## src/core/slp_pkg.sv

```systemverilog
`default_nettype none
////////////////////////////////////////////////////////////////////////////////
package slp_pkg;

    // Bit positions of the eight-input OR
    localparam int unsigned OR_WIDTH       = 8;
    localparam int unsigned OR_INPUT_FIRST = 0;
    localparam int unsigned OR_INPUT_LAST  = 7;

    // Value of every stored bit after reset or scan clear
    localparam logic OFF_VALUE = 1'b0;

    // Trigger condition of the selectable pulse, one-hot
    typedef enum logic [2:0] {
        SLP_EDGE_RISE = 3'h1,
        SLP_EDGE_FALL = 3'h2,
        SLP_EDGE_BOTH = 3'h4
    } slp_edge_t;

    // Initial-scan behaviour of the selectable pulse, one-hot
    typedef enum logic [3:0] {
        SLP_INIT_NONE = 4'h1,
        SLP_INIT_COLD = 4'h2,
        SLP_INIT_WARM = 4'h4,
        SLP_INIT_ANY  = 4'h8
    } slp_init_t;

endpackage
`default_nettype wire

```

## src/core/slp_edge_if.sv

```systemverilog
`timescale 1ns/10ps
`default_nettype none
////////////////////////////////////////////////////////////////////////////////
// Carries scan control and trigger settings to the selectable pulse
interface slp_edge_if;
    import slp_pkg::*;

    logic      scan_en;
    logic      scan_clr;
    logic      din;
    slp_edge_t edge_sel;
    slp_init_t init_sel;
    logic      cold_start;
    logic      warm_start;
    logic      pulse;

    modport edge_side (
        input  scan_en,
        input  scan_clr,
        input  din,
        input  edge_sel,
        input  init_sel,
        input  cold_start,
        input  warm_start,
        output pulse
    );

    modport blk_side (
        output scan_en,
        output scan_clr,
        output din,
        output edge_sel,
        output init_sel,
        output cold_start,
        output warm_start,
        input  pulse
    );
endinterface
`default_nettype wire

```

## src/core/slp_edge_pulse.sv

```systemverilog
`timescale 1ns/10ps
`default_nettype none
////////////////////////////////////////////////////////////////////////////////
module slp_edge_pulse
    import slp_pkg::*;
(
    // Clock and reset
    input  wire logic   clk_sys,
    input  wire logic   rst,
    // Scan side
    slp_edge_if.edge_side eif
);

    logic prev_r;
    logic prev_nxt;
    logic pulse_r;
    logic pulse_nxt;
    logic rise_hit;
    logic fall_hit;
    logic edge_hit;
    logic init_hit;

    ////////////////////////////////////////////////////////////////////////////
    // Edge and initial-scan decode, next state
    always_comb begin
        prev_nxt  = prev_r;
        pulse_nxt = pulse_r;
        rise_hit  = eif.din & ~prev_r;
        fall_hit  = ~eif.din & prev_r;
        // RL6 trigger condition select
        case (eif.edge_sel)
            SLP_EDGE_RISE: edge_hit = rise_hit;
            SLP_EDGE_FALL: edge_hit = fall_hit;
            SLP_EDGE_BOTH: edge_hit = rise_hit | fall_hit;
            default:       edge_hit = 1'b0;
        endcase
        // RL8 initial scan options
        case (eif.init_sel)
            SLP_INIT_COLD: init_hit = eif.cold_start;
            SLP_INIT_WARM: init_hit = eif.warm_start;
            SLP_INIT_ANY:  init_hit = eif.cold_start | eif.warm_start;
            default:       init_hit = 1'b0;
        endcase
        // RL13 update only on scan or clear
        if (eif.scan_clr) begin
            prev_nxt  = OFF_VALUE;
            pulse_nxt = OFF_VALUE;
        end else if (eif.scan_en) begin
            // RL9 start pulse overrides edge
            // RL7 pulse lasts one scan
            pulse_nxt = init_hit | edge_hit;
            prev_nxt  = eif.din;
        end
    end

    // Registers only
    always_ff @(posedge clk_sys or posedge rst) begin
        if (rst) begin
            prev_r  <= OFF_VALUE;
            pulse_r <= OFF_VALUE;
        end else begin
            prev_r  <= prev_nxt;
            pulse_r <= pulse_nxt;
        end
    end

    assign eif.pulse = pulse_r;

    ////////////////////////////////////////////////////////////////////////////
    AST_TRIG_EDGE: assert property (@(posedge clk_sys) disable iff (rst) // RL6
        eif.scan_en && !eif.scan_clr && edge_hit |=> eif.pulse)
        else $error("selected edge gave no pulse");
    AST_TRIG_ONE: assert property (@(posedge clk_sys) disable iff (rst) // RL7
        eif.pulse && eif.scan_en && !eif.scan_clr && !init_hit && !edge_hit |=> !eif.pulse)
        else $error("pulse lasted beyond one scan");
    AST_TRIG_INIT: assert property (@(posedge clk_sys) disable iff (rst) // RL9
        eif.scan_en && !eif.scan_clr && init_hit |=> eif.pulse)
        else $error("start scan gave no pulse");
    AST_TRIG_NONE: assert property (@(posedge clk_sys) disable iff (rst) // RL8
        eif.scan_en && !eif.scan_clr && (eif.init_sel == SLP_INIT_NONE) && !edge_hit |=> !eif.pulse)
        else $error("pulse without edge with no start option");

endmodule // slp_edge_pulse
`default_nettype wire

```

## src/core/slp_top.sv

```systemverilog
`timescale 1ns/10ps
`default_nettype none
////////////////////////////////////////////////////////////////////////////////
// Notes on behaviour
// RL1 - OR output ON if any of eight inputs ON, else OFF.
// RL2 - XOR output ON when exactly one of two inputs is ON.
// RL3 - Inverter output is the opposite of its input every scan.
// RL4 - Selector passes first data when control ON, otherwise second data.
// RL5 - Rising pulse ON one scan when input ON now, OFF last scan.
// RL6 - Selectable pulse triggers on rise, fall, or either edge.
// RL7 - Selectable pulse, once triggered, is ON one scan then OFF.
// RL8 - Start options: none, after cold, after warm, after either start.
// RL9 - Matching start type forces a pulse on first scan, edge ignored.
// RL10 - Latch sets ON with set ON and reset OFF, then stays ON.
// RL11 - Latch reset clears output only while set is OFF; both ON sets.
// RL12 - Latch holds previous output when set and reset both OFF.
// RL13 - All stored state moves only on scan enable, clears on clear.
// RL14 - Caller flags cold or warm start during first scan only.
////////////////////////////////////////////////////////////////////////////////
module slp_top
    import slp_pkg::*;
(
    // Clock and reset
    input  wire logic                clk_sys,
    input  wire logic                rst,
    // Scan control
    input  wire logic                scan_en,
    input  wire logic                scan_clr,
    input  wire logic                cold_start,
    input  wire logic                warm_start,
    // Eight-input OR
    input  wire logic [OR_WIDTH-1:0] or_in,
    output logic                     or_out,
    // Exclusive OR
    input  wire logic                xor_a,
    input  wire logic                xor_b,
    output logic                     xor_out,
    // Inverter
    input  wire logic                inv_in,
    output logic                     inv_out,
    // Selector
    input  wire logic                sel_first_data,
    input  wire logic                sel_second_data,
    input  wire logic                select_first_control,
    output logic                     sel_out,
    // Rising-edge pulse
    input  wire logic                rise_in,
    output logic                     rise_pulse,
    // Selectable pulse
    input  wire logic                trig_in,
    input  wire slp_edge_t           trig_edge_sel,
    input  wire slp_init_t           trig_init_sel,
    output logic                     trig_pulse,
    // Latch
    input  wire logic                latch_set,
    input  wire logic                latch_clr,
    output logic                     latch_out
);

    logic                or_r;
    logic                or_nxt;
    logic                xor_r;
    logic                xor_nxt;
    logic                inv_r;
    logic                inv_nxt;
    logic                sel_r;
    logic                sel_nxt;
    logic                rise_prev_r;
    logic                rise_prev_nxt;
    logic                rise_r;
    logic                rise_nxt;
    logic                latch_r;
    logic                latch_nxt;
    logic [OR_WIDTH-1:0] or_chain;

    ////////////////////////////////////////////////////////////////////////////
    // OR as a ripple chain, first input at the chain head
    // RL1 any input ON
    assign or_chain[OR_INPUT_FIRST] = or_in[OR_INPUT_FIRST];
    for (genvar gi = OR_INPUT_FIRST + 1; gi <= OR_INPUT_LAST; gi++) begin : g_or
        assign or_chain[gi] = or_chain[gi-1] | or_in[gi];
    end

    ////////////////////////////////////////////////////////////////////////////
    // Next values of all gate outputs; held between scans
    always_comb begin
        or_nxt        = or_r;
        xor_nxt       = xor_r;
        inv_nxt       = inv_r;
        sel_nxt       = sel_r;
        rise_prev_nxt = rise_prev_r;
        rise_nxt      = rise_r;
        latch_nxt     = latch_r;
        // RL13 clear beats scan
        if (scan_clr) begin
            or_nxt        = OFF_VALUE;
            xor_nxt       = OFF_VALUE;
            inv_nxt       = OFF_VALUE;
            sel_nxt       = OFF_VALUE;
            rise_prev_nxt = OFF_VALUE;
            rise_nxt      = OFF_VALUE;
            latch_nxt     = OFF_VALUE;
        end else if (scan_en) begin
            or_nxt        = or_chain[OR_INPUT_LAST];
            // RL2 exactly one ON
            xor_nxt       = xor_a ^ xor_b;
            // RL3 invert input
            inv_nxt       = ~inv_in;
            // RL4 select first or second
            if (select_first_control) begin
                sel_nxt = sel_first_data;
            end else begin
                sel_nxt = sel_second_data;
            end
            // RL5 one-scan rising pulse
            rise_nxt      = rise_in & ~rise_prev_r;
            rise_prev_nxt = rise_in;
            // RL10 set wins over reset
            if (latch_set) begin
                latch_nxt = 1'b1;
            // RL11 reset only with set OFF
            end else if (latch_clr) begin
                latch_nxt = 1'b0;
            end
            // RL12 otherwise hold
        end
    end

    // Registers only; async reset takes constants
    always_ff @(posedge clk_sys or posedge rst) begin
        if (rst) begin
            or_r        <= OFF_VALUE;
            xor_r       <= OFF_VALUE;
            inv_r       <= OFF_VALUE;
            sel_r       <= OFF_VALUE;
            rise_prev_r <= OFF_VALUE;
            rise_r      <= OFF_VALUE;
            latch_r     <= OFF_VALUE;
        end else begin
            or_r        <= or_nxt;
            xor_r       <= xor_nxt;
            inv_r       <= inv_nxt;
            sel_r       <= sel_nxt;
            rise_prev_r <= rise_prev_nxt;
            rise_r      <= rise_nxt;
            latch_r     <= latch_nxt;
        end
    end

    // Data outputs straight from flops, so downstream sees stable values
    assign or_out     = or_r;
    assign xor_out    = xor_r;
    assign inv_out    = inv_r;
    assign sel_out    = sel_r;
    assign rise_pulse = rise_r;
    assign latch_out  = latch_r;

    ////////////////////////////////////////////////////////////////////////////
    // Selectable pulse; start flags trusted to last one scan only
    slp_edge_if u_eif ();

    // RL14 start flags forwarded
    assign u_eif.scan_en    = scan_en;
    assign u_eif.scan_clr   = scan_clr;
    assign u_eif.din        = trig_in;
    assign u_eif.edge_sel   = trig_edge_sel;
    assign u_eif.init_sel   = trig_init_sel;
    assign u_eif.cold_start = cold_start;
    assign u_eif.warm_start = warm_start;
    assign trig_pulse       = u_eif.pulse;

    slp_edge_pulse u_trig (
        .clk_sys (clk_sys),
        .rst     (rst),
        .eif     (u_eif.edge_side)
    );

    ////////////////////////////////////////////////////////////////////////////
    AST_OR_ANY: assert property (@(posedge clk_sys) disable iff (rst) // RL1
        scan_en && !scan_clr |=> or_out == (|$past(or_in)))
        else $error("OR output wrong after scan");
    AST_XOR_ONE: assert property (@(posedge clk_sys) disable iff (rst) // RL2
        scan_en && !scan_clr && (xor_a != xor_b) |=> xor_out)
        else $error("XOR output OFF with one input ON");
    AST_XOR_SAME: assert property (@(posedge clk_sys) disable iff (rst) // RL2
        scan_en && !scan_clr && (xor_a == xor_b) |=> !xor_out)
        else $error("XOR output ON with equal inputs");
    AST_INV_OPP: assert property (@(posedge clk_sys) disable iff (rst) // RL3
        scan_en && !scan_clr |=> inv_out != $past(inv_in))
        else $error("inverter output equals input");
    AST_SEL_PASS: assert property (@(posedge clk_sys) disable iff (rst) // RL4
        scan_en && !scan_clr |=> sel_out == ($past(select_first_control) ?
            $past(sel_first_data) : $past(sel_second_data)))
        else $error("selector passed the wrong input");
    AST_RISE_SEEN: assert property (@(posedge clk_sys) disable iff (rst) // RL5
        scan_en && !scan_clr && rise_in ##1 scan_en && !scan_clr && !rise_in
        ##1 scan_en && !scan_clr && rise_in |=> rise_pulse)
        else $error("rising edge gave no pulse");
    AST_RISE_ONCE: assert property (@(posedge clk_sys) disable iff (rst) // RL5
        rise_pulse && scan_en |=> !rise_pulse)
        else $error("rising pulse lasted beyond one scan");
    AST_LATCH_SET: assert property (@(posedge clk_sys) disable iff (rst) // RL10
        scan_en && !scan_clr && latch_set |=> latch_out)
        else $error("latch not set");
    AST_LATCH_CLR: assert property (@(posedge clk_sys) disable iff (rst) // RL11
        scan_en && !scan_clr && latch_clr && !latch_set |=> !latch_out)
        else $error("latch not cleared");
    AST_LATCH_HOLD: assert property (@(posedge clk_sys) disable iff (rst) // RL12
        scan_en && !scan_clr && !latch_clr && !latch_set |=> $stable(latch_out))
        else $error("latch changed without input");
    AST_SCAN_HOLD: assert property (@(posedge clk_sys) disable iff (rst) // RL13
        !scan_en && !scan_clr |=> $stable(or_out) && $stable(latch_out) && $stable(trig_pulse))
        else $error("state moved without scan");
    AST_SCAN_CLR: assert property (@(posedge clk_sys) disable iff (rst) // RL13
        scan_clr |=> !latch_out && !rise_pulse && !trig_pulse && !or_out)
        else $error("clear left state ON");

endmodule // slp_top
`default_nettype wire

```

## config.mk

```make
export PLATFORM = sky130hd
export DESIGN_NAME = slp_top
export DESIGN_NICKNAME = d
export VERILOG_FILES = /design/src/core/slp_pkg.sv /design/src/core/slp_edge_if.sv /design/src/core/slp_edge_pulse.sv /design/src/core/slp_top.sv
export SDC_FILE = /design/constraint.sdc
export NUM_CORES = 1
export LEC_CHECK = 0
export BUFFER_PORTS_ARGS = -buffer_cell sky130_fd_sc_hd__buf_2
export CORE_UTILIZATION = 30
export CTS_CLUSTER_DIAMETER = 150
export DETAILED_ROUTE_END_ITERATION = 16
export SLEW_MARGIN = 20
export SYNTH_ARGS = -nofsm -noshare
export SYNTH_HDL_FRONTEND = slang
export SYNTH_HIERARCHICAL = 1
export SYNTH_SLANG_ARGS = --single-unit
export TNS_END_PERCENT = 20
```

## constraint.sdc

```tcl
create_clock -name clk_sys -period 1.66 [get_ports clk_sys]
set_input_delay 0.166 -clock clk_sys [delete_from_list [all_inputs] [get_ports clk_sys]]
set_output_delay 0.166 -clock clk_sys [all_outputs]
set_load 0.02 [all_outputs]
```

==> impl_metrics.ini <==
[clock_network]
post_cts_buffers = 0
clkTransAtPathRegs_ns = 0.06
htreeDepth = 1
clock_latency_ns = 0.26
numCtsBuffers = 3
cts_buffer_depth = 2
root_buffer = clkbuf_4
cts_tree = done
post_cts_resized = 0
cts_num_sinks = 9

[sta]
final.setup.worst_slack_ns = 0.3879
hold_viol = 0
period_minus_slack_ns = 1.272
finalCritPeriodShare_pct = 76.63
fin_skew_ns = 0.003385
tightest_slew_ns = 0.3454
final_max_slew_viol_count = 0
fin_tns_setup_ns = 0
rsz0062_at_grt = false
slew_headroom_pct = 76.98
setup_violations = 0
timing.fmax_ghz = 0.7861

[hold_path]
hp-class = input port to register

[yosys]
ys_seq_elements = 9
synthCells = 52
synthTopCellsByArea = dfrtp_1, a211oi_2, mux2i_1
yosysWarningCount = 6
syn_avg_cell_area_um2 = 10.30
synth_top_cell_by_area = dfrtp_1
synth_nets = 85
netlist-cell-type-count = 20
netlist_area_um2 = 535.5
synth_top_area_share_pct = 42.06
ys_seq_area_share_pct = 42.06

[place]
placed_area_um2 = 739.5
io_buffer_count = 37
place_inst = 112
post-place-ws_ns = 0.3947
place_hpwl_um = 928.2
place_congestion = 0.6576

[global_routing]
antenna_found_initial = 0
grtUsageTotal_pct = 12.35
grt_max_degree = 17
grt_overflow_total = 0
grt_pass1_vias = 469
grt_pass1_wl_um = 1814

[detailed_routing]
drcViolationCount = 0
route.met3.wl_um = 48
wl_per_cell_um = 9.470
vias = 533
firstDrtPassIters = 5
routed_wl_um = 1108
viasPerCell = 4.556
wl_met1_um = 478
wl_met2_um = 581
top_layer = met3
ant_nets = 0
drt-initial-drc-count = 10

[worst_setup_path]
start_kind = register
crit_required_ns = 1.86
crit_chain = ha_1, o41ai_1, o31a_1
crit_fanout = 3
worstPathArrival_ns = 1.47
max_stage_delay_ns = 0.39
slowest_stage = dfrtp_1
critPathBufInv = 0
path_class = register to register
cp-end-kind = register
cp_top_family = compound AO/OA/AOI/OAI gates

[floorplanning]
core-area_um2 = 1594
die_area_um2 = 1958
die_y_um = 44.25
die_w_um = 44.25
row_count = 14
io_pins = 38
start_util_pct = 33.59

[power_and_ir_drop]
power_density_nw_per_um2 = 684.4
vdd_drop_max_mv = 0.5762
power_leakage_uw = 0.0004098

[layout]
drive_gt1_share_pct = 50.54
fin_area_um2 = 775.7
n_antenna_cell = 0
stdcell_count = 117
nets = 127
final_cell_mix = buf_2, dfrtp_1, nor2_1
finalCoreUtilization_pct = 48.67
layout_commonest_cell = buf_2
areaGrowthSynthToFinish_pct = 44.86

[run_status]
status = completed

[job]
drv_cap = 0
## cell usage after synthesis
library cell / count
dfrtp_1: 9
nor2_1: 7
inv_1: 5
a21oi_1: 4
a211oi_2: 3
mux2i_1: 3
nand3b_1: 3
nor2_2: 3
and4bb_1: 2
ha_1: 2
nor4_1: 2
a21bo_2: 1
a311oi_1: 1
buf_6: 1
nand2_1: 1
nand2b_1: 1
o211ai_1: 1
o31a_1: 1
o41ai_1: 1
xnor2_1: 1
## layer usage
| metal | up-vias | global-route usage [%] |
|---|---|---|
| met5 | - | 0 |
| met4 | 0 | 3.636 |
| met3 | 0 | 3.673 |
| met2 | 17 | 21.47 |
| met1 | 244 | 14.65 |
| li1 | 272 | - |
## per-stage QoR
stage                     hold slack [ns]  power [µW]
final                             0.09581       530.9
after global routing              0.09242       564.4
after CTS                         0.08671       542.0
after detailed placement          0.03666       368.4
after global placement            0.03383       365.6
after floorplan                  -0.09282       307.6
## flip-flops by register name, indices dropped and copies added (netlist names)
name	count
rise_prev_r	1
xor_out	1
u_trig/eif.pulse	1
u_trig/prev_r	1
inv_out	1
or_out	1
sel_out	1
latch_out	1
rise_pulse	1
## cells by family after synthesis
family	Yosys count	synth area share, %
buffers and inverters	6	5.608
xor gates and xnor gates	1	1.636
DFF	9	42.06
muxes	3	5.608
and+or+nand+nor	19	21.50
adders and majority gates	2	4.672
AOI/OAI and AO/OA	12	18.93
## area by class of cell
class / instances / area, µm²
Fill cell: 160 / 818.3
Multi-Input combinational cell: 37 / 280.3
Sequential cell: 9 / 225.2
Timing Repair Buffer: 38 / 195.2
Tap cell: 24 / 30.03
Clock buffer: 4 / 26.28
Inverter: 5 / 18.77
## power by group
part	switching, µW	total, µW	internal, µW
Sequential	7.34	241	233
Clock	74.6	167	92.5
Combinational	63.0	123	60.2
## final timing paths
path	endpoint	slack, ns	cells past startpoint	start
worst max-delay path	u_trig/eif.pulse$_DFFE_PP0P_	0.39	3	u_trig/prev_r$_DFFE_PP0P_
worst min-delay path	inv_out$_DFFE_PP0P_	0.1	2	inv_in
worst max register to register	u_trig/eif.pulse$_DFFE_PP0P_	0.39	3	u_trig/prev_r$_DFFE_PP0P_
worst min register to register	rise_prev_r$_DFFE_PP0P_	0.52	2	rise_prev_r$_DFFE_PP0P_
max in group asynchronous	xor_out$_DFFE_PP0P_	1.05	3	rst
min in group asynchronous	u_trig/eif.pulse$_DFFE_PP0P_	0.31	3	rst
## what timing repair did
action,CTS,global route
hold endpoints to repair,9,0
hold buffers,1,0
endpoints found under the setup margin,0,0
## worst reg2reg max path: cells and delay by family, from the launching register on
| kind | cells | cell delay, ns |
|---|---|---|
| adders and majority gates | 1 | 0.28 |
| DFF | 1 | 0.39 |
| AOI/OAI and AO/OA | 2 | 0.54 |
Power figures use the tool's default switching activity.
